## src/design/adcc_pkg.sv

```systemverilog
// Purpose: Constants, field layouts and state codes of the converter control
// Assumes: 8-bit registers, each in the low byte of one aligned 32-bit word
// Notes: Notes on behaviour list below
//
// Notes on behaviour
// - Bit 5 picks external or ground negative reference
// - Bit 4 picks external or supply positive reference
// - Pin role code turns channels digital downward
// - Justify bit one right, zero left
// - Acquisition code maps to 0..20 clock periods
// - Clock code picks divider or internal RC
// - RC clock starts one instruction cycle late
// - Done loads result, clears busy, sets flag
// - Reset clears registers, disables, aborts conversion
// - Result pair untouched by reset
// - Sleep conversions only on internal RC clock
// - Zero acquisition code converts immediately on start
// - Nonzero code samples programmed periods then converts
// - Sampling resumes after every completed conversion
// - Busy bit set through acquisition and conversion
// - Two clock periods wait before next acquisition
// - Unimplemented bits read as zero
// - Holding capacitor disconnected at conversion start
// - Eleven clock periods per conversion
// - Software abort keeps previous result pair
// - Four-bit channel select, codes above 11 unused
// - Busy bit reflects conversion, separate enable bit
package adcc_pkg;
   // Register byte addresses
   localparam logic [7:0] ADDR_CTRL0 = 8'h00;
   localparam logic [7:0] ADDR_PORTREF = 8'h04;
   localparam logic [7:0] ADDR_FMT = 8'h08;
   localparam logic [7:0] ADDR_RES_HI = 8'h0C;
   localparam logic [7:0] ADDR_RES_LO = 8'h10;
   localparam logic [7:0] ADDR_FLAG = 8'h14;
   // Control register 0 fields
   localparam int CTRL0_CAL = 7;
   localparam int CTRL0_CHS_LSB = 2;
   localparam int CTRL0_GO = 1;
   localparam int CTRL0_EN = 0;
   localparam logic [7:0] CTRL0_MASK = 8'hBF;
   // Port reference fields
   localparam int PR_NEG = 5;
   localparam int PR_POS = 4;
   localparam logic [7:0] PR_MASK = 8'h3F;
   // Format register fields
   localparam int FMT_JUST = 7;
   localparam int FMT_ACQ_LSB = 3;
   localparam logic [7:0] FMT_MASK = 8'hBF;
   // Flag register: done flag and its enable
   localparam int FLAG_DONE = 0;
   localparam int FLAG_IE = 1;
   // Reset values of control registers
   localparam logic [7:0] REG_RESET = 8'h00;
   // Timing counts in conversion clock periods
   localparam logic [4:0] CONV_TADS = 5'd11;
   localparam logic [4:0] WAIT_TADS = 5'd2;
   // Oscillator periods in one instruction cycle
   localparam logic [2:0] INSTR_CYC_OSC = 3'd4;
   // Number of channels and result width
   localparam int NUM_CH = 12;
   localparam int RES_W = 10;
   // Clock select codes using the internal RC
   localparam logic [1:0] CLK_RC_LOW = 2'b11;
   // AXI responses
   localparam logic [1:0] RESP_OKAY = 2'b00;
   localparam logic [1:0] RESP_SLVERR = 2'b10;
   // Sequencer states
   typedef enum logic [3:0] {
      ST_SAMPLE = 4'b0001,
      ST_ACQ = 4'b0010,
      ST_CONV = 4'b0100,
      ST_WAIT = 4'b1000
   } adcc_state_t;
endpackage

```

## src/design/adcc_top.sv

```systemverilog
// Purpose: Control of a 10-bit successive-approximation converter
// Assumes: AXI4-Lite register access; comparator output from analog core
// Notes: Result pair has no reset and holds its value across resets
`timescale 1ns/10ps
`default_nettype none
module adcc_top (
   // Clock and reset
   input wire logic aclk,
   input wire logic aresetn,
   // AXI4-Lite write address
   input wire logic [7:0] s_axi_awaddr,
   input wire logic s_axi_awvalid,
   output logic s_axi_awready,
   // AXI4-Lite write data
   input wire logic [31:0] s_axi_wdata,
   input wire logic [3:0] s_axi_wstrb,
   input wire logic s_axi_wvalid,
   output logic s_axi_wready,
   // AXI4-Lite write response
   output logic [1:0] s_axi_bresp,
   output logic s_axi_bvalid,
   input wire logic s_axi_bready,
   // AXI4-Lite read address
   input wire logic [7:0] s_axi_araddr,
   input wire logic s_axi_arvalid,
   output logic s_axi_arready,
   // AXI4-Lite read data
   output logic [31:0] s_axi_rdata,
   output logic [1:0] s_axi_rresp,
   output logic s_axi_rvalid,
   input wire logic s_axi_rready,
   // Power state and RC oscillator pin
   input wire logic sleep_active,
   input wire logic rc_osc_pin,
   // Analog core
   input wire logic comparator_high,
   output logic [3:0] channel_select,
   output logic sample_connect,
   output logic [adcc_pkg::RES_W-1:0] dac_code,
   output logic neg_ref_select,
   output logic pos_ref_select,
   output logic [adcc_pkg::NUM_CH-1:0] digital_pin_mask,
   output logic calibrate_req
);
   import adcc_pkg::*;

   logic [7:0] ctrl0_reg; // Control register 0
   logic [7:0] portref_reg; // Port and reference config
   logic [7:0] fmt_reg; // Format, timing and clock
   logic [7:0] res_hi_reg; // Result high byte
   logic [7:0] res_lo_reg; // Result low byte
   logic [1:0] flag_reg; // Done flag and enable
   adcc_state_t state_reg; // Sequencer state
   logic [4:0] cnt_reg; // Period counter
   logic [3:0] bit_reg; // Current trial bit
   logic [RES_W-1:0] sar_reg; // Approximation register
   logic cmp_s1_reg; // Comparator sync stage 1
   logic cmp_s2_reg; // Comparator sync stage 2
   logic aw_hold_reg; // Write address captured
   logic [7:0] aw_addr_reg; // Captured write address
   logic w_hold_reg; // Write data captured
   logic [7:0] w_data_reg; // Captured write byte
   logic w_strb_reg; // Captured low-lane strobe
   logic wr_go; // Write commits now
   logic wr_ok; // Write address mapped
   logic [7:0] rd_mux; // Read data select
   logic rd_ok; // Read address mapped
   logic tad_tick; // One conversion clock period
   logic run; // Sequencer needs ticks
   logic [4:0] acq_tads; // Programmed acquisition length
   logic go_set; // Software starts conversion
   logic go_clr; // Software aborts conversion
   logic conv_done; // Last bit decided
   logic [RES_W-1:0] final_res; // Completed result
   logic [7:0] ctrl0_wdata; // Masked control 0 write

   ////////////////////////////////////////////////////////////////////////
   // Comparator synchroniser
   always_ff @(posedge aclk) begin
      if (!aresetn) begin
         cmp_s1_reg <= 1'b0;
         cmp_s2_reg <= 1'b0;
      end else begin
         cmp_s1_reg <= comparator_high;
         cmp_s2_reg <= cmp_s1_reg;
      end
   end

   ////////////////////////////////////////////////////////////////////////
   // AXI write channels, taken in either order
   assign s_axi_awready = !aw_hold_reg && !s_axi_bvalid;
   assign s_axi_wready = !w_hold_reg && !s_axi_bvalid;
   assign wr_go = aw_hold_reg && w_hold_reg;

   // Address capture
   always_ff @(posedge aclk) begin
      if (!aresetn) begin
         aw_hold_reg <= 1'b0;
         aw_addr_reg <= 8'h00;
      end else if (s_axi_awvalid && s_axi_awready) begin
         aw_hold_reg <= 1'b1;
         aw_addr_reg <= s_axi_awaddr;
      end else if (wr_go) begin
         aw_hold_reg <= 1'b0;
      end
   end

   // Data capture, low byte lane only
   always_ff @(posedge aclk) begin
      if (!aresetn) begin
         w_hold_reg <= 1'b0;
         w_data_reg <= 8'h00;
         w_strb_reg <= 1'b0;
      end else if (s_axi_wvalid && s_axi_wready) begin
         w_hold_reg <= 1'b1;
         w_data_reg <= s_axi_wdata[7:0];
         w_strb_reg <= s_axi_wstrb[0];
      end else if (wr_go) begin
         w_hold_reg <= 1'b0;
      end
   end

   // Write address decode
   always_comb begin
      unique case (aw_addr_reg)
         ADDR_CTRL0, ADDR_PORTREF, ADDR_FMT: wr_ok = 1'b1;
         ADDR_RES_HI, ADDR_RES_LO, ADDR_FLAG: wr_ok = 1'b1;
         default: wr_ok = 1'b0;
      endcase
   end

   // Write response
   always_ff @(posedge aclk) begin
      if (!aresetn) begin
         s_axi_bvalid <= 1'b0;
         s_axi_bresp <= RESP_OKAY;
      end else if (wr_go) begin
         s_axi_bvalid <= 1'b1;
         s_axi_bresp <= wr_ok ? RESP_OKAY : RESP_SLVERR;
      end else if (s_axi_bready) begin
         s_axi_bvalid <= 1'b0;
      end
   end

   ////////////////////////////////////////////////////////////////////////
   // Register write strobes
   assign ctrl0_wdata = w_data_reg & CTRL0_MASK;
   assign go_set = wr_go && w_strb_reg && aw_addr_reg == ADDR_CTRL0 &&
      ctrl0_wdata[CTRL0_GO] && ctrl0_wdata[CTRL0_EN] &&
      ctrl0_reg[CTRL0_EN] && state_reg == ST_SAMPLE;
   assign go_clr = wr_go && w_strb_reg && aw_addr_reg == ADDR_CTRL0 &&
      (!ctrl0_wdata[CTRL0_GO] || !ctrl0_wdata[CTRL0_EN]);

   // Control register 0; busy bit owned by sequencer
   always_ff @(posedge aclk) begin
      if (!aresetn) begin
         ctrl0_reg <= REG_RESET;
      end else begin
         if (wr_go && w_strb_reg && aw_addr_reg == ADDR_CTRL0) begin
            ctrl0_reg[7:2] <= ctrl0_wdata[7:2];
            ctrl0_reg[CTRL0_EN] <= ctrl0_wdata[CTRL0_EN];
         end
         if (go_set) begin
            ctrl0_reg[CTRL0_GO] <= 1'b1;
         end else if (conv_done || go_clr) begin
            ctrl0_reg[CTRL0_GO] <= 1'b0;
         end
      end
   end

   // Port reference and format registers
   always_ff @(posedge aclk) begin
      if (!aresetn) begin
         portref_reg <= REG_RESET;
         fmt_reg <= REG_RESET;
      end else if (wr_go && w_strb_reg) begin
         if (aw_addr_reg == ADDR_PORTREF) begin
            portref_reg <= w_data_reg & PR_MASK;
         end
         if (aw_addr_reg == ADDR_FMT) begin
            fmt_reg <= w_data_reg & FMT_MASK;
         end
      end
   end

   // Done flag: set wins over software clear
   always_ff @(posedge aclk) begin
      if (!aresetn) begin
         flag_reg <= 2'b00;
      end else begin
         if (wr_go && w_strb_reg && aw_addr_reg == ADDR_FLAG) begin
            flag_reg <= w_data_reg[1:0];
         end
         if (conv_done) begin
            flag_reg[FLAG_DONE] <= 1'b1;
         end
      end
   end

   // Completed result with last trial bit from comparator
   always_comb begin
      final_res = sar_reg;
      final_res[bit_reg] = cmp_s2_reg;
   end

   // Result pair: no reset, keeps value over aborts
   always_ff @(posedge aclk) begin
      if (conv_done) begin
         if (fmt_reg[FMT_JUST]) begin
            res_hi_reg <= {6'h00, final_res[9:8]};
            res_lo_reg <= final_res[7:0];
         end else begin
            res_hi_reg <= final_res[9:2];
            res_lo_reg <= {final_res[1:0], 6'h00};
         end
      end else if (wr_go && w_strb_reg && aw_addr_reg == ADDR_RES_HI) begin
         res_hi_reg <= w_data_reg;
      end else if (wr_go && w_strb_reg && aw_addr_reg == ADDR_RES_LO) begin
         res_lo_reg <= w_data_reg;
      end
   end

   ////////////////////////////////////////////////////////////////////////
   // Read channel
   assign s_axi_arready = !s_axi_rvalid;

   // Read address decode and data select
   always_comb begin
      rd_ok = 1'b1;
      unique case (s_axi_araddr)
         ADDR_CTRL0: rd_mux = ctrl0_reg;
         ADDR_PORTREF: rd_mux = portref_reg;
         ADDR_FMT: rd_mux = fmt_reg;
         ADDR_RES_HI: rd_mux = res_hi_reg;
         ADDR_RES_LO: rd_mux = res_lo_reg;
         ADDR_FLAG: rd_mux = {6'h00, flag_reg};
         default: begin
            rd_mux = 8'h00;
            rd_ok = 1'b0;
         end
      endcase
   end

   // Read data register
   always_ff @(posedge aclk) begin
      if (!aresetn) begin
         s_axi_rvalid <= 1'b0;
         s_axi_rdata <= 32'h0000_0000;
         s_axi_rresp <= RESP_OKAY;
      end else if (s_axi_arvalid && s_axi_arready) begin
         s_axi_rvalid <= 1'b1;
         s_axi_rdata <= {24'h00_0000, rd_mux};
         s_axi_rresp <= rd_ok ? RESP_OKAY : RESP_SLVERR;
      end else if (s_axi_rready) begin
         s_axi_rvalid <= 1'b0;
      end
   end

   ////////////////////////////////////////////////////////////////////////
   // Acquisition length by code
   always_comb begin
      unique case (fmt_reg[FMT_ACQ_LSB +: 3])
         3'b000: acq_tads = 5'd0;
         3'b001: acq_tads = 5'd2;
         3'b010: acq_tads = 5'd4;
         3'b011: acq_tads = 5'd6;
         3'b100: acq_tads = 5'd8;
         3'b101: acq_tads = 5'd12;
         3'b110: acq_tads = 5'd16;
         default: acq_tads = 5'd20;
      endcase
   end

   // Tick source runs whenever the sequencer is active
   assign run = (state_reg != ST_SAMPLE);

   adcc_tad_gen u_tad (
      .aclk(aclk),
      .aresetn(aresetn),
      .run(run),
      .clk_sel(fmt_reg[2:0]),
      .sleep_active(sleep_active),
      .rc_osc_pin(rc_osc_pin),
      .tad_tick(tad_tick)
   );

   // Last bit decided on a conversion tick
   assign conv_done = state_reg == ST_CONV && tad_tick && !go_clr &&
      cnt_reg != 5'd0 && bit_reg == 4'd0;

   ////////////////////////////////////////////////////////////////////////
   // Acquisition and conversion sequencer
   always_ff @(posedge aclk) begin
      if (!aresetn) begin
         state_reg <= ST_SAMPLE;
         cnt_reg <= 5'd0;
         bit_reg <= 4'd0;
         sar_reg <= '0;
      end else begin
         unique case (state_reg)
            ST_SAMPLE: begin
               cnt_reg <= 5'd0;
               if (go_set && acq_tads == 5'd0) begin
                  state_reg <= ST_CONV;
               end else if (go_set) begin
                  state_reg <= ST_ACQ;
               end
            end
            ST_ACQ: begin
               if (go_clr) begin
                  state_reg <= ST_WAIT;
                  cnt_reg <= 5'd0;
               end else if (tad_tick && cnt_reg == acq_tads - 5'd1) begin
                  state_reg <= ST_CONV;
                  cnt_reg <= 5'd0;
               end else if (tad_tick) begin
                  cnt_reg <= cnt_reg + 5'd1;
               end
            end
            ST_CONV: begin
               if (go_clr) begin
                  state_reg <= ST_WAIT;
                  cnt_reg <= 5'd0;
               end else if (tad_tick && cnt_reg == 5'd0) begin
                  cnt_reg <= 5'd1; // First period: hold settles
                  bit_reg <= 4'(RES_W - 1);
                  sar_reg <= '0;
               end else if (tad_tick && bit_reg == 4'd0) begin
                  state_reg <= ST_WAIT; // Eleventh period done
                  sar_reg <= final_res;
                  cnt_reg <= 5'd0;
               end else if (tad_tick) begin
                  sar_reg[bit_reg] <= cmp_s2_reg;
                  bit_reg <= bit_reg - 4'd1;
                  cnt_reg <= cnt_reg + 5'd1;
               end
            end
            ST_WAIT: begin
               if (tad_tick && cnt_reg == WAIT_TADS - 5'd1) begin
                  state_reg <= ST_SAMPLE;
                  cnt_reg <= 5'd0;
               end else if (tad_tick) begin
                  cnt_reg <= cnt_reg + 5'd1;
               end
            end
         endcase
      end
   end

   // Trial code to the comparator DAC
   always_ff @(posedge aclk) begin
      if (!aresetn) begin
         dac_code <= '0;
      end else if (state_reg == ST_CONV && cnt_reg != 5'd0) begin
         dac_code <= sar_reg | (RES_W'(1) << bit_reg);
      end else begin
         dac_code <= '0;
      end
   end

   ////////////////////////////////////////////////////////////////////////
   // Analog controls from registers
   always_ff @(posedge aclk) begin
      if (!aresetn) begin
         sample_connect <= 1'b0;
         channel_select <= 4'h0;
         neg_ref_select <= 1'b0;
         pos_ref_select <= 1'b0;
         calibrate_req <= 1'b0;
      end else begin
         // Hold cap disconnected while converting
         sample_connect <= ctrl0_reg[CTRL0_EN] &&
            (state_reg == ST_SAMPLE || state_reg == ST_ACQ) &&
            !(go_set && acq_tads == 5'd0) &&
            !(state_reg == ST_ACQ && tad_tick &&
              cnt_reg == acq_tads - 5'd1);
         channel_select <= ctrl0_reg[CTRL0_CHS_LSB +: 4];
         neg_ref_select <= portref_reg[PR_NEG];
         pos_ref_select <= portref_reg[PR_POS];
         calibrate_req <= ctrl0_reg[CTRL0_CAL];
      end
   end

   // Pin role decode, one generate per channel
   genvar ch;
   generate
      for (ch = 0; ch < NUM_CH; ch++) begin : g_role
         always_ff @(posedge aclk) begin
            if (!aresetn) begin
               digital_pin_mask[ch] <= 1'b0;
            end else begin
               // Channel digital once code passes its threshold
               digital_pin_mask[ch] <=
                  ({1'b0, portref_reg[3:0]} >= 5'(15 - ch));
            end
         end
      end
   endgenerate
endmodule // adcc_top
`default_nettype wire

```

## src/design/adcc_tad_gen.sv

```systemverilog
// Purpose: Conversion clock period tick generator
// Assumes: Oscillator is aclk; RC oscillator arrives as an async pin
// Notes: Emits one-cycle tick per conversion clock period while run is high
`timescale 1ns/10ps
`default_nettype none
module adcc_tad_gen (
   // Clock and reset
   input wire logic aclk,
   input wire logic aresetn,
   // Control
   input wire logic run,
   input wire logic [2:0] clk_sel,
   input wire logic sleep_active,
   input wire logic rc_osc_pin,
   // Tick out
   output logic tad_tick
);
   import adcc_pkg::*;

   logic rc_s1_reg; // First synchroniser stage
   logic rc_s2_reg; // Second synchroniser stage
   logic rc_s3_reg; // Edge history
   logic [5:0] div_reg; // Oscillator divider
   logic [2:0] dly_reg; // RC start delay count
   logic rc_sel; // Internal RC chosen
   logic [5:0] div_last; // Terminal divider count

   ////////////////////////////////////////////////////////////////////////
   // RC pin synchroniser and edge history
   always_ff @(posedge aclk) begin
      if (!aresetn) begin
         rc_s1_reg <= 1'b0;
         rc_s2_reg <= 1'b0;
         rc_s3_reg <= 1'b0;
      end else begin
         rc_s1_reg <= rc_osc_pin;
         rc_s2_reg <= rc_s1_reg;
         rc_s3_reg <= rc_s2_reg;
      end
   end

   // Divider terminal count by code
   always_comb begin
      rc_sel = (clk_sel[1:0] == CLK_RC_LOW);
      unique case (clk_sel)
         3'b000: div_last = 6'd1; // Divide by 2
         3'b001: div_last = 6'd7; // Divide by 8
         3'b010: div_last = 6'd31; // Divide by 32
         3'b100: div_last = 6'd3; // Divide by 4
         3'b101: div_last = 6'd15; // Divide by 16
         3'b110: div_last = 6'd63; // Divide by 64
         default: div_last = 6'd0; // RC codes, divider unused
      endcase
   end

   ////////////////////////////////////////////////////////////////////////
   // Oscillator divider, restarts with each run
   always_ff @(posedge aclk) begin
      if (!aresetn || !run || div_reg == div_last) begin
         div_reg <= 6'd0;
      end else begin
         div_reg <= div_reg + 6'd1;
      end
   end

   // RC start delay of one instruction cycle
   always_ff @(posedge aclk) begin
      if (!aresetn || !run) begin
         dly_reg <= 3'd0;
      end else if (rc_sel && dly_reg != INSTR_CYC_OSC) begin
         dly_reg <= dly_reg + 3'd1;
      end
   end

   // Tick select; divided clock stalls in sleep
   always_comb begin
      if (!run) begin
         tad_tick = 1'b0;
      end else if (rc_sel) begin
         tad_tick = (dly_reg == INSTR_CYC_OSC) && rc_s2_reg && !rc_s3_reg;
      end else begin
         tad_tick = !sleep_active && (div_reg == div_last);
      end
   end
endmodule // adcc_tad_gen
`default_nettype wire

```

## config.mk

```make
export PLATFORM = sky130hd
export DESIGN_NAME = adcc_top
export DESIGN_NICKNAME = d
export VERILOG_FILES = /design/src/design/adcc_pkg.sv /design/src/design/adcc_top.sv /design/src/design/adcc_tad_gen.sv
export SDC_FILE = /design/constraint.sdc
export NUM_CORES = 1
export LEC_CHECK = 0
export ABC_AREA = 1
export BUFFER_PORTS_ARGS = -buffer_cell sky130_fd_sc_hd__buf_4
export CAP_MARGIN = 10
export CORE_UTILIZATION = 45
export CTS_CLUSTER_DIAMETER = 30
export CTS_CLUSTER_SIZE = 10
export DETAILED_ROUTE_END_ITERATION = 6
export GPL_TIMING_DRIVEN = 1
export PLACE_DENSITY = 0.8
export SYNTH_ARGS = -nofsm -noshare
export SYNTH_HDL_FRONTEND = slang
export SYNTH_SLANG_ARGS = --single-unit
```

## constraint.sdc

```tcl
create_clock -name aclk -period 3.47 [get_ports aclk]
set_input_delay 0.8675 -clock aclk [delete_from_list [all_inputs] [get_ports aclk]]
set_output_delay 0.8675 -clock aclk [all_outputs]
set_load 0.005 [all_outputs]
```

; ---- Word level (Yosys, flattened, before mapping)
; Index checks and enable logic that the tools add are counted.
[word_totals]
regBits = 138
output_inout_bits = 71
mem_bits_ro = 0
ram_bits = 0
latch_bits = 0
mem_count = 0
word_cells = 242
[classes]
mul = 0
shifts = 1
addsub = 5
n_eq_ne = 39
reduce_logical = 81
n_mux = 53
div_mod_pow = 0
order_cmp = 14
bitwise = 2
[op_table]
columns = operator, count
row1 = 8-bit 2-to-1 mux, 7
row2 = 8-bit case mux with 6 select lines, 1
row3 = 4-bit 2-to-1 mux, 11
row4 = 1-bit logical AND, 36
row5 = 6-bit case mux with 6 select lines, 1
row6 = 5-bit 2-to-1 mux, 7
row7 = 5-bit case mux with 7 select lines, 1
row8 = "8-bit by 4-bit equality test with 1-bit output, second input constant", 4
row9 = "8-bit by 5-bit equality test with 1-bit output, second input constant", 4
row10 = "4-bit greater-or-equal comparator, second input constant", 8
row11 = 10-bit 2-to-1 mux, 3
row12 = "3-bit equality test, second input constant", 7
row13 = 5-bit case mux with 4 select lines, 1
row14 = 2-bit nonzero test, 9
row15 = "8-bit by 3-bit equality test with 1-bit output, second input constant", 2
row16 = "4-bit by 3-bit greater-or-equal comparator with 1-bit output, second input constant", 4
row17 = 8-bit logical NOT, 2
row18 = 1-bit 2-to-1 mux, 16
row19 = 4-bit case mux with 4 select lines, 1
row20 = 1-bit logical NOT, 13
row21 = "3-bit inequality test, second input constant", 4
row22 = 6-bit OR reduction, 2
row23 = 10-bit bitwise mux, 1
row24 = 5-bit logical NOT, 2
row25 = other kinds (34), 48

; ---- Depth between registers and ports, before layout
; Gate-level depths: netlist (run 1).
[logic_depth]
word_depth = 13
ltp_mapped = 16
mapped_depth_nobuf = 16

; ---- By module
; A second synthesis (run 1) with hierarchy kept.
[unflattened]
hier_cells = 855
hier_area_um2 = 6407.4
[modules_own_cells]
columns = mod, cells_per_inst, n_inst, area_per_inst_um2
row1 = adcc_top, 759, 1, 5755.5
row2 = adcc_tad_gen, 96, 1, 651.9

; ---- Worst setup path before layout (run 1)
; OpenSTA, ideal clock, no wires.
[synth_timing]
path_kind = input to register
startpoint = input port s_axi_araddr[5]
endpoint = register s_axi_rdata[3]
stages = 7
slack_ps = 1165
arrival_time_ps = 2234
setup_time_ps = 70
t_required_ps = 3400
path_cell_list = nor4_1 -> inv_1 -> nor3_1 -> nand2_1 -> o211ai_1 -> o21ai_0 -> a21oi_1
[synth_via]
elab_chain_len = 2
elab_cells_between_ends = 7
cone_classes = eq/ne (5) / mux (1) / reduce/logical (1)
[synth_rtl]
columns = item, line_no
row1 = "start, declared", adcc_top.sv:24  ; input wire logic [7:0] s_axi_araddr,
row2 = 8-bit by 5-bit equality test with 1-bit output (tied with other cells), adcc_top.sv:230  ; unique case (s_axi_araddr)
row3 = 8-bit case mux with 6 select lines (*), adcc_top.sv:230
row4 = "end signal, assigned", adcc_top.sv:252  ; s_axi_rdata <= {24'h00_0000, rd_mux};
row5 = "end, declared", adcc_top.sv:28  ; output logic [31:0] s_axi_rdata,
; Every way passes the cells marked *; elsewhere a longest branch is shown, timed or not.
; A chain may end at the register's enable or synchronous reset.

; ---- Worst setup path after layout (run 1)
[layout_timing]
startpoint = register aw_addr_reg[0]
endpoint = register res_hi_reg[7] (enable)
[layout_via]
elab_chain_len = 8
elab_cells_between_ends = 10
cone_classes = eq/ne (1) / reduce/logical (9)
[layout_rtl]
columns = item, line_no
row1 = "start, declared", adcc_top.sv:60  ; logic [7:0] aw_addr_reg;
row2 = "start signal, assigned", adcc_top.sv:102  ; aw_addr_reg <= s_axi_awaddr;
row3 = 8-bit logical NOT, adcc_top.sv:151  ; assign go_clr = wr_go && w_strb_reg && aw_addr_reg == ADDR_CTRL0 &&
row4 = 1-bit logical AND (2 in a row), adcc_top.sv:151
row5 = 1-bit logical NOT, adcc_top.sv:288  ; assign conv_done = state_reg == ST_CONV && tad_tick && !go_clr &&
row6 = 1-bit logical AND (2 in a row), adcc_top.sv:288
row7 = 1-bit logical AND, adcc_top.sv:289  ; cnt_reg != 5'd0 && bit_reg == 4'd0;
row8 = 2-bit nonzero test (no line) (*), --
row9 = "end signal, assigned", adcc_top.sv:210  ; res_hi_reg <= {6'h00, final_res[9:8]};
row10 = "end signal, assigned", adcc_top.sv:213  ; res_hi_reg <= final_res[9:2];
row11 = "end signal, assigned", adcc_top.sv:217  ; res_hi_reg <= w_data_reg;
row12 = "end, declared", adcc_top.sv:50  ; logic [7:0] res_hi_reg;
; Marked as above.

==> results of run 1 <==
cell type report:
cell class | instances | area [µm²] | area share [%]
clock buffers | 20 | 467 | 6.14
clock inverters | 11 | 193 | 2.54
inverters | 110 | 413 | 5.43
multi-input cells | 567 | 2790 | 36.7
flip-flops and latches | 136 | 2880 | 37.9
well taps | 176 | 220 | 2.90
repair buffers | 85 | 638 | 8.40
metal layers:
layer | wire (µm) | global-route usage [%]
met1 | 6560 | 27.5
met4 | 362 | 9.06
met3 | 1010 | 5.89
met5 | 0 | 0
met2 | 6830 | 34.4
stage by stage:
stage | setup slack [ns] | instances | total power [µW] | util (%) | area (µm²)
3_3_place_gp | 0.874 | 1074 | 2240 | 51.8 | 6940
5_1_grt | 0.507 | 1105 | 4410 | 56.7 | 7600
4_1_cts | 0.746 | 1105 | 4250 | 56.7 | 7600
6_report | 0.731 | 1105 | 4230 | 56.7 | 7600
3_5_place_dp | 0.854 | 1074 | 2250 | 51.8 | 6940
2_1_floorplan | 1.17 | 857 | 2130 | - | 6350
synthesized netlist by cell type (all sizes together):
cell	instances
o211ai	2
o2bb2ai	1
nand4	15
nand3	38
ha	13
nor4	1
nand2	144
nor3	23
o21ai	74
clkinv	3
o31ai	9
o2111ai	1
buf	30
xor2	9
dfxtp	120
a22o	1
nand3b	1
clkbuf	14
a21oi	75
edfxtp	16
a21boi	1
nor3b	3
xnor2	1
conb	1
nor2	120
a211oi	2
inv	107
o21bai	2
o21a	2
or2	3
cells in the final DEF, fill, tap and decap left out, types with 5 or more instances in the layout:
cell type / count
a21oi_1: 75
buf_4: 85
bufinv_16: 5
clkbuf_16: 17
conb_1: 26
dfxtp_1: 120
edfxtp_1: 16
ha_1: 13
inv_1: 102
inv_2: 5
nand2_1: 141
nand3_1: 36
nand4_1: 15
nor2_1: 115
nor3_1: 23
o21ai_0: 65
o21ai_1: 9
o31ai_2: 6
xor2_1: 9
critical path: cells and delay by family (launching register included):
kind | cells | cell delay, ns
AO/OA/AOI/OAI | 1 | 0.48
buffers and inverters | 1 | 0.10
flip-flops | 1 | 0.31
AND/OR/NAND/NOR | 8 | 1.43
cells by family after synthesis:
| kind of cell | share of synthesized area [%] |
|---|---|
| xor gates and xnor gates | 1.40 |
| adders and majority gates | 2.60 |
| other | 0.0599 |
| buffers and inverters | 11.0 |
| AOI/OAI and AO/OA | 15.0 |
| and+or+nand+nor | 24.0 |
| DFF | 46.0 |
power by group through the flow:
stage | registers [µW] | logic [µW] | clock network, µW
after CTS | 1700 | 525 | 2020
final | 1700 | 526 | 2010
after detailed placement | 1740 | 515 | 0
after global placement | 1730 | 505 | 0
after global routing | 1710 | 601 | 2100
after floorplan | 1720 | 404 | 0
final timing paths:
kind	end	slack, ns	depth (start not counted)
max	res_hi_reg[7]$_DFFE_PP_	0.73	10
min	u_tad.rc_s2_reg$_SDFF_PN0_	0.42	2
max reg2reg	res_hi_reg[7]$_DFFE_PP_	0.73	10
min reg2reg	u_tad.rc_s2_reg$_SDFF_PN0_	0.42	2
==> flow_summary_export.csv, run 1 <==
group,metric,value,unit
cts,clk-insertion-delay-late,0.43,ns
cts,tritoncts,"done",
cts,cts_hold_repair.buffers,0,
grt,grt_first_pass_wirelength,24300,µm
placement,dp_hpwl,10400,µm
cts,cts.root.buffer_cell,"clkbuf_16",
worst_setup_path,data_required_time_of_the_critical_path,3.48,ns
worst_setup_path,worstPathArrival,2.75,ns
die,placeableCoreArea,13400,µm²
power_and_ir_drop,pwr-share-seq,40.2,%
power_and_ir_drop,worst_ir_drop_vdd,0.000340,V
sta,largest_clock_skew_in_the_final_design,0.00725,ns
synthesis,seq_area_frac_synth,46.0,%
route,vias,5652,
power_and_ir_drop,internal_power,3160,µW
power_and_ir_drop,total_leakage_power,0.00330,µW
synthesis,synth_area_leaders,"dfxtp_1 (38%), nand2_1 (8.5%), edfxtp_1 (7.7%)",
synthesis,ys_seq_elements,136,
sta,relSlewSlack,17.8,%
route,detail_route.first_pass.iterations,5,
die,die-width,120,µm
power_and_ir_drop,swShare,25.4,%
synthesis,post_synth_num_cell_types,40,
sta,hold_viol,0,
grt,initial_antenna_violation_count,0,
cts,postCtsResizedCells,0,
hold_path,min-delay-path-class,"reg2reg",
layout,antennaDiodeCount,0,
power_and_ir_drop,power_density,557,nW/µm²
sta,period_share,78.9,%
layout,final_nets,992,
sta,setup-tns-final,0,ns
job,max_cap_violations,0,
worst_setup_path,cp-end-kind,"flip-flop",
worst_setup_path,worst-setup-path-type,"reg2reg",
sta,setup_repair_after_global_routing_missed_its_margin,"no",
route,wire_per_inst,13.4,µm
cts,cts-buffers-inserted,17,
grt,first_global_vias,5258,
route,detailedRoute.firstIterationViolations,425,
worst_setup_path,timing.critical_path.slowest_cell_delay,0.48,ns
placement,io_buffers,79,
synthesis,synthesis.area,6260,µm²
route,detail_route.vias_per_cell,5.11,
power_and_ir_drop,share_comb_of_total_power,12.4,%
worst_setup_path,timing.critical_path.mode_cell,"nand2_1",
worst_setup_path,cp_max_fo,9,
grt,grtUsageTotal,21.6,%
die,boundaryPins,133,
power_and_ir_drop,relative_contribution_of_the_clock_network_to_total_power,47.4,%
cts,clkTransAtPathRegs,0.06,ns
die,placementRows,42,
route,drc_viols,0,
cts,htree_num_levels,4,
sta,count_of_endpoints_failing_setup_in_the_final_report,0,
sta,final.min_clock_period,2.74,ns
sta,worstMarginPinSlew,1.22,ns
layout,post_route_cells_drive_above_1_share,15.1,%
hold_path,timing.hold.worst.start,"u_tad.rc_s1_reg$_SDFF_PN0_",
worst_setup_path,crit_slowest_cell,"o21ai_0",
synthesis,synthesis.instances,832,
route,route.antenna.remaining_nets,0,
cts,clock-sinks,136,
die,fp.dieArea,14400,µm²
worst_setup_path,critical_path_startpoint,"aw_addr_reg[0]$_SDFFE_PN0P_",
sta,highest_achievable_clock_rate,365,MHz
synthesis,synth_top_area_share,38.4,%
worst_setup_path,rr_startpoint,"aw_addr_reg[0]$_SDFFE_PN0P_",
route,wirelength,14800,µm
power_and_ir_drop,netSwitchingPower,1080,µW
sta,report.final.slew_viol_count,0,
worst_setup_path,cp_cell_sequence,"nor2_1 -> nand2_1 -> nor2_1 -> nand2_1 -> nor2_4 -> nand2_1 -> nand2_1 -> inv_2 -> nand3_1 -> o21ai_0",
layout,largest_reg_flops,12,
layout,fillCellCount,1195,
grt,globalRouteOverflowTotal,0,
run_status,outcome,"finished clean",
grt,grt_max_degree,43,
cts,cts-root-to-sink-buffers,2,
synthesis,ys.warnings.count,0,
worst_setup_path,critical_path.startpoint_type,"flip-flop",
layout,area.growth.synth_to_final,21.4,%
placement,gp_congestion,0.813,
synthesis,synth_area_per_cell,7.53,µm²
cts,post-cts-setup-buffer-count,0,
sta,timing.hold.ws,0.418,ns
die,die_height,120,µm
die,floorplan.initialDensity,46.7,%
synthesis,synth_top_cell_by_area,"dfxtp_1",
Power figures use the tool's default switching activity.
==> run 2: changes to the inputs <==
Settings changed: ABC_AREA 1 to 0.
Clock period 3.47 ns to 2.72 ns, I/O delays scaled along.
==> run 2 against run 1 <==
Hold slack better by 0.013 ns; clock-buffer cell count is 2 lower; clock skew is 0.0017 ns higher; worst setup slack worse by 0.56 ns; combinational power is 23% higher; via count is 6.7% lower; routed wire length is 3.0% lower; register-to-register slack worse by 0.56 ns; flip-flop and latch count stayed put; fmax is 7.6% higher; area after synthesis hardly changed.
==> flow_summary_export.csv, run 2 <==
group,metric,value,unit
synthesis,synthesis.instances,721,
layout,final_nets,884,
cts,clkTransAtPathRegs,0.06,ns
power_and_ir_drop,netSwitchingPower,1320,µW
power_and_ir_drop,relative_contribution_of_the_clock_network_to_total_power,44.5,%
grt,grtUsageMet3,5.04,%
sta,count_of_endpoints_failing_setup_in_the_final_report,0,
grt,grt_busiest_layer,"met2",
sta,hold_viol,0,
job,max_cap_violations,0,
placement,io_buffers,79,
placement,place_inst,966,
route,vias,5274,
route,detail_route.first_pass.iterations,5,
cts,htree_num_levels,4,
layout,most_common_cell_after_layout_fill_and_taps_aside,"dfxtp_1",
layout,largest_reg_flops,12,
grt,grtUsageTotal,20.6,%
sta,largest_clock_skew_in_the_final_design,0.00890,ns
sta,report.final.slew_viol_count,0,
placement,gp_congestion,0.895,
die,floorplan.initialDensity,46.7,%
worst_setup_path,crit_slowest_cell,"or4b_1",
route,wirelength,14300,µm
grt,grtUsageMet2,33.2,%
worst_setup_path,worst-setup-path-type,"reg2reg",
grt,grt_max_degree,68,
worst_setup_path,timing.critical_path.slowest_cell_delay,0.50,ns
grt,globalRouteOverflowTotal,0,
power_and_ir_drop,power,5050,µW
worst_setup_path,cp_cell_sequence,"or4b_1 -> o22ai_1 -> a31oi_1 -> o41ai_4 -> buf_12 -> and2_1 -> nand2_1 -> nand2_1",
worst_setup_path,rr_startpoint,"fmt_reg[1]$_SDFFE_PN0P_",
route,detailedRoute.firstIterationViolations,486,
synthesis,synth_top_cells_by_count,"dfxtp_1 (120), nand2_1 (101), a21oi_1 (75)",
sta,final.min_clock_period,2.55,ns
route,drc_viols,0,
cts,post-cts-setup-buffer-count,0,
grt,initial_antenna_violation_count,0,
synthesis,synth.most_common_cell,"dfxtp_1",
placement,dp_hpwl,10000,µm
power_and_ir_drop,worst_ir_drop_vdd,0.000404,V
synthesis,synth_area_per_cell,8.68,µm²
worst_setup_path,cpLargestDelayFamily,"simple AND/OR/NAND/NOR gates",
power_and_ir_drop,swShare,26.1,%
synthesis,post_synth_num_cell_types,59,
power_and_ir_drop,power_density,663,nW/µm²
layout,post_route_cells_drive_above_1_share,17.8,%
die,placementRows,42,
cts,cts-buffers-inserted,17,
synthesis,synth_edf_count,16,
synthesis,ys_seq_elements,136,
sta,period_share,93.6,%
cts,clk-insertion-delay-late,0.42,ns
layout,most-common-layout-cells,"dfxtp_1 (120), nand2_1 (101), buf_4 (100), a21oi_1 (75), nor2_1 (68)",
die,die-width,120,µm
synthesis,ys.warnings.count,0,
sta,timing.hold.ws,0.431,ns
layout,antennaDiodeCount,0,
die,placeableCoreArea,13400,µm²
synthesis,postSynth.topFlopCell,"dfxtp_1",
layout,share_of_the_core_filled_with_cells_in_the_final_layout,56.8,%
layout,final_cells,998,
power_and_ir_drop,pwr-share-seq,42.6,%
worst_setup_path,cp-end-kind,"flip-flop",
sta,relSlewSlack,53.2,%
grt,grt_first_pass_wirelength,23200,µm
sta,setup_repair_after_global_routing_missed_its_margin,"no",
route,route.antenna.remaining_nets,0,
cts,cts-root-to-sink-buffers,2,
synthesis,seq_area_frac_synth,46.1,%
worst_setup_path,data_required_time_of_the_critical_path,2.80,ns
die,die_height,120,µm
layout,area.growth.synth_to_final,21.7,%
synthesis,synth_top_cell_by_area,"dfxtp_1",
synthesis,synth_top_area_share,38.4,%
worst_setup_path,path_buf_inv,1,
synthesis,synth_area_leaders,"dfxtp_1 (38%), edfxtp_1 (7.7%), nand2_1 (6.1%)",
cts,cts.root.buffer_cell,"clkbuf_16",
worst_setup_path,worstPathArrival,2.63,ns
worst_setup_path,critical_path_startpoint,"fmt_reg[1]$_SDFFE_PN0P_",
power_and_ir_drop,internal_power,3730,µW
route,detail_route.vias_per_cell,5.28,
worst_setup_path,cp_max_fo,15,
cts,postCtsResizedCells,0,
sta,worstMarginPinSlew,0.692,ns
cts,cts_hold_repair.buffers,0,
hold_path,timing.hold.worst.start,"cmp_s1_reg$_SDFF_PN0_",
synthesis,synthesis.area,6260,µm²
synthesis,fraction_of_registers_with_async_set_or_reset_after_synthesis,0,%
worst_setup_path,critical_path.startpoint_type,"flip-flop",
grt,first_global_vias,4824,
power_and_ir_drop,total_leakage_power,0.00310,µW
die,fp.dieArea,14400,µm²
cts,tritoncts,"done",
hold_path,min-delay-path-class,"reg2reg",
worst_setup_path,timing.critical_path.mode_cell,"nand2_1",
run_status,outcome,"finished clean",
grt,gr-usage-met1,26.0,%
route,wire_per_inst,14.3,µm
sta,highest_achievable_clock_rate,393,MHz
die,boundaryPins,133,
cts,clock-sinks,136,
power_and_ir_drop,share_comb_of_total_power,12.8,%
run 2: final timing paths:
kind,end,slack [ns],cells past startpoint
max,res_hi_reg[3]$_DFFE_PP_,0.17,8
max reg2reg,res_hi_reg[3]$_DFFE_PP_,0.17,8
min,cmp_s2_reg$_SDFF_PN0_,0.43,1
min reg2reg,cmp_s2_reg$_SDFF_PN0_,0.43,1
run 2: power groups by stage:
stage	logic, µW	registers [µW]	clock network [µW]
after detailed placement	626	2190	0
after floorplan	406	2180	0
after global routing	714	2160	2360
after global placement	620	2190	0
final	648	2150	2250
after CTS	634	2150	2280
run 2: cell families after synthesis:
kind of cell,count (synthesis),share of synthesized area [%]
simple gates,289,22.1
compound gates,150,14.0
flops,136,46.1
buf+inv,78,6.62
mux,40,6.52
xor+xnor,14,1.96
fa+ha+maj,13,2.60
other cells,1,0.0599
run 2: metal layers:
layer	vias up	share of wire (%)
li1	2625	-
met1	2422	44
met2	195	47
met3	32	6.6
met4	0	2.3
met5	-	0
run 2: layout make-up:
cell class | count | area, µm²
fill | 1197 | 5790
multi-input combinational | 532 | 3060
sequential | 136 | 2880
timing repair buffer | 102 | 791
clock buffer | 18 | 439
tap | 176 | 220
clock inverter | 14 | 145
inverter | 20 | 75.1
run 2: per-stage QoR:
step / instance area (µm²) / setup slack (ns) / setup TNS (ns)
after global placement: 7020 / 0.0638 / 0
final: 7610 / 0.174 / 0
after CTS: 7610 / 0.130 / 0
after detailed placement: 7020 / -0.0146 / -0.0442
after floorplan: 6350 / 0.0617 / 0
after global routing: 7610 / 0.0270 / 0
==> run 3: changes to the inputs <==
Clock period 2.72 ns to 3 ns, I/O delays scaled along.
==> run 3 against run 2 <==
Power down 5.8%; hold slack improved by 0.0014 ns; final cell count fell by 0.70%; register-to-register slack improved by 0.12 ns; die area is the same; non-clock buffer count is 7 lower.
==> flow_summary_export.csv, run 3 (same netlist as run 2, synthesis figures left out) <==
group,metric,value,unit
run_status,outcome,"finished clean",
layout,most_common_cell_after_layout_fill_and_taps_aside,"dfxtp_1",
cts,cts.root.buffer_cell,"clkbuf_16",
die,fp.dieArea,14400,µm²
job,max_cap_violations,0,
layout,antennaDiodeCount,0,
grt,grt_first_pass_wirelength,23100,µm
die,die-width,120,µm
die,placeableCoreArea,13400,µm²
layout,most-common-layout-cells,"dfxtp_1 (120), nand2_1 (101), buf_4 (95), a21oi_1 (75), nor2_1 (68)",
layout,final_nets,877,
worst_setup_path,path_buf_inv,0,
sta,largest_clock_skew_in_the_final_design,0.00933,ns
die,boundaryPins,133,
cts,postCtsResizedCells,0,
sta,period_share,90.4,%
grt,initial_antenna_violation_count,0,
hold_path,timing.hold.worst.start,"cmp_s1_reg$_SDFF_PN0_",
power_and_ir_drop,power_density,626,nW/µm²
layout,largest_reg_flops,12,
placement,gp_congestion,0.874,
die,die_height,120,µm
worst_setup_path,worstPathArrival,2.79,ns
worst_setup_path,rr_startpoint,"fmt_reg[1]$_SDFFE_PN0P_",
worst_setup_path,reg2reg_depth,7,
sta,hold_viol,0,
route,wire_per_inst,14.6,µm
power_and_ir_drop,worst_ir_drop_vdd,0.000457,V
worst_setup_path,cp-end-kind,"flip-flop",
worst_setup_path,cp_max_fo,10,
worst_setup_path,cpLargestDelayFamily,"simple AND/OR/NAND/NOR gates",
worst_setup_path,critical_path_depth,7,
sta,count_of_endpoints_failing_setup_in_the_final_report,0,
placement,io_buffers,79,
cts,clock-sinks,136,
power_and_ir_drop,power,4760,µW
route,detailedRoute.firstIterationViolations,525,
power_and_ir_drop,total_leakage_power,0.00308,µW
worst_setup_path,timing.critical_path.mode_cell,"nand2_1",
route,detail_route.vias_per_cell,5.29,
cts,tritoncts,"done",
cts,clkTransAtPathRegs,0.06,ns
cts,cts_hold_repair.buffers,0,
route,vias,5240,
cts,cts-buffers-inserted,17,
sta,highest_achievable_clock_rate,369,MHz
sta,final.min_clock_period,2.71,ns
hold_path,min-delay-path-class,"reg2reg",
placement,dp_hpwl,9880,µm
sta,worstMarginPinSlew,0.685,ns
route,drc_viols,0,
route,route.antenna.remaining_nets,0,
sta,setup-tns-final,0,ns
layout,area.growth.synth_to_final,21.4,%
cts,post-cts-setup-buffer-count,0,
worst_setup_path,worst-setup-path-type,"reg2reg",
worst_setup_path,crit_slowest_cell,"or4b_1",
cts,clk-insertion-delay-late,0.43,ns
cts,htree_num_levels,4,
layout,share_of_the_core_filled_with_cells_in_the_final_layout,56.7,%
worst_setup_path,critical_path_startpoint,"fmt_reg[1]$_SDFFE_PN0P_",
sta,setup_repair_after_global_routing_missed_its_margin,"no",
hold_path,hold_path_depth,1,
route,detail_route.first_pass.iterations,5,
die,floorplan.initialDensity,46.7,%
worst_setup_path,timing.critical_path.slowest_cell_delay,0.56,ns
sta,relSlewSlack,53.7,%
grt,first_global_vias,4773,
cts,cts-root-to-sink-buffers,2,
worst_setup_path,rrSetupSlack,0.29,ns
worst_setup_path,cp_cell_sequence,"or4b_1 -> o22ai_1 -> a31oi_1 -> o41ai_4 -> and2_1 -> nand2_1 -> nand2_1",
sta,report.final.slew_viol_count,0,
grt,grtUsageTotal,20.7,%
layout,post_route_cells_drive_above_1_share,16.9,%
die,placementRows,42,
route,wirelength,14500,µm
grt,grt_max_degree,38,
worst_setup_path,data_required_time_of_the_critical_path,3.08,ns
grt,globalRouteOverflowTotal,0,
worst_setup_path,critical_path.startpoint_type,"flip-flop",
==> run 3: cell types whose count changed in the layout (fill, tap and decap cells not counted) <==
cell        change
clkbuf_1        +1
buf_12          -2
inv_6           -2
nand3_2         +1
bufinv_16       +1
clkinvlp_4      -1
inv_4           -2
clkinv_2        -1
clkbuf_16       +2
clkbuf_8        +2
nand3_4         -1
buf_4           -5
==> run 3: path summary, 6_finish.rpt <==
kind | end
setup reg to reg | res_hi_reg[6]$_DFFE_PP_
setup / recovery | res_hi_reg[6]$_DFFE_PP_
hold reg to reg | cmp_s2_reg$_SDFF_PN0_
hold / removal | cmp_s2_reg$_SDFF_PN0_
==> run 3: through the flow <==
stage / instance area [µm²] / instances / hold slack (ns) / setup WS, ns
3_5_place_dp: 6950 / 959 / 0.421 / 0.213
2_1_floorplan: 6350 / 746 / 0.412 / 0.342
4_1_cts: 7600 / 991 / 0.442 / 0.306
5_1_grt: 7600 / 991 / 0.453 / 0.106
6_report: 7600 / 991 / 0.432 / 0.289
3_3_place_gp: 6950 / 959 / 0.415 / 0.278
==> run 3: cell type report <==
cell class	instances	area (µm²)
inverters	20	75.1
clock buffers	23	520
well taps	176	220
repair buffers	95	713
clock inverters	9	133
flip-flops and latches	136	2880
fillers	1185	5800
multi-input cells	532	3050
==> run 3: worst reg2reg max path: cells and delay by family (launching register included) <==
family          cells  cell delay, ns
flops               1            0.41
compound gates      3            0.73
simple gates        4            1.23
==> run 3: per-layer routing <==
metal  vias up  share of wire [%]  global-route usage, %  wire length [µm]
met5         -                  0                      0                 0
met1      2375                 44                   26.6              6400
met3        35                7.2                   4.99              1040
li1       2600                  -                      -                 -
met2       230                 46                   31.9              6590
met4         0                3.0                   10.8               432
==> run 3: where the power goes <==
part	switching, µW	internal, µW	total [µW]
sequential	71.6	1890	1960
clock	781	1470	2250
combinational	324	217	541
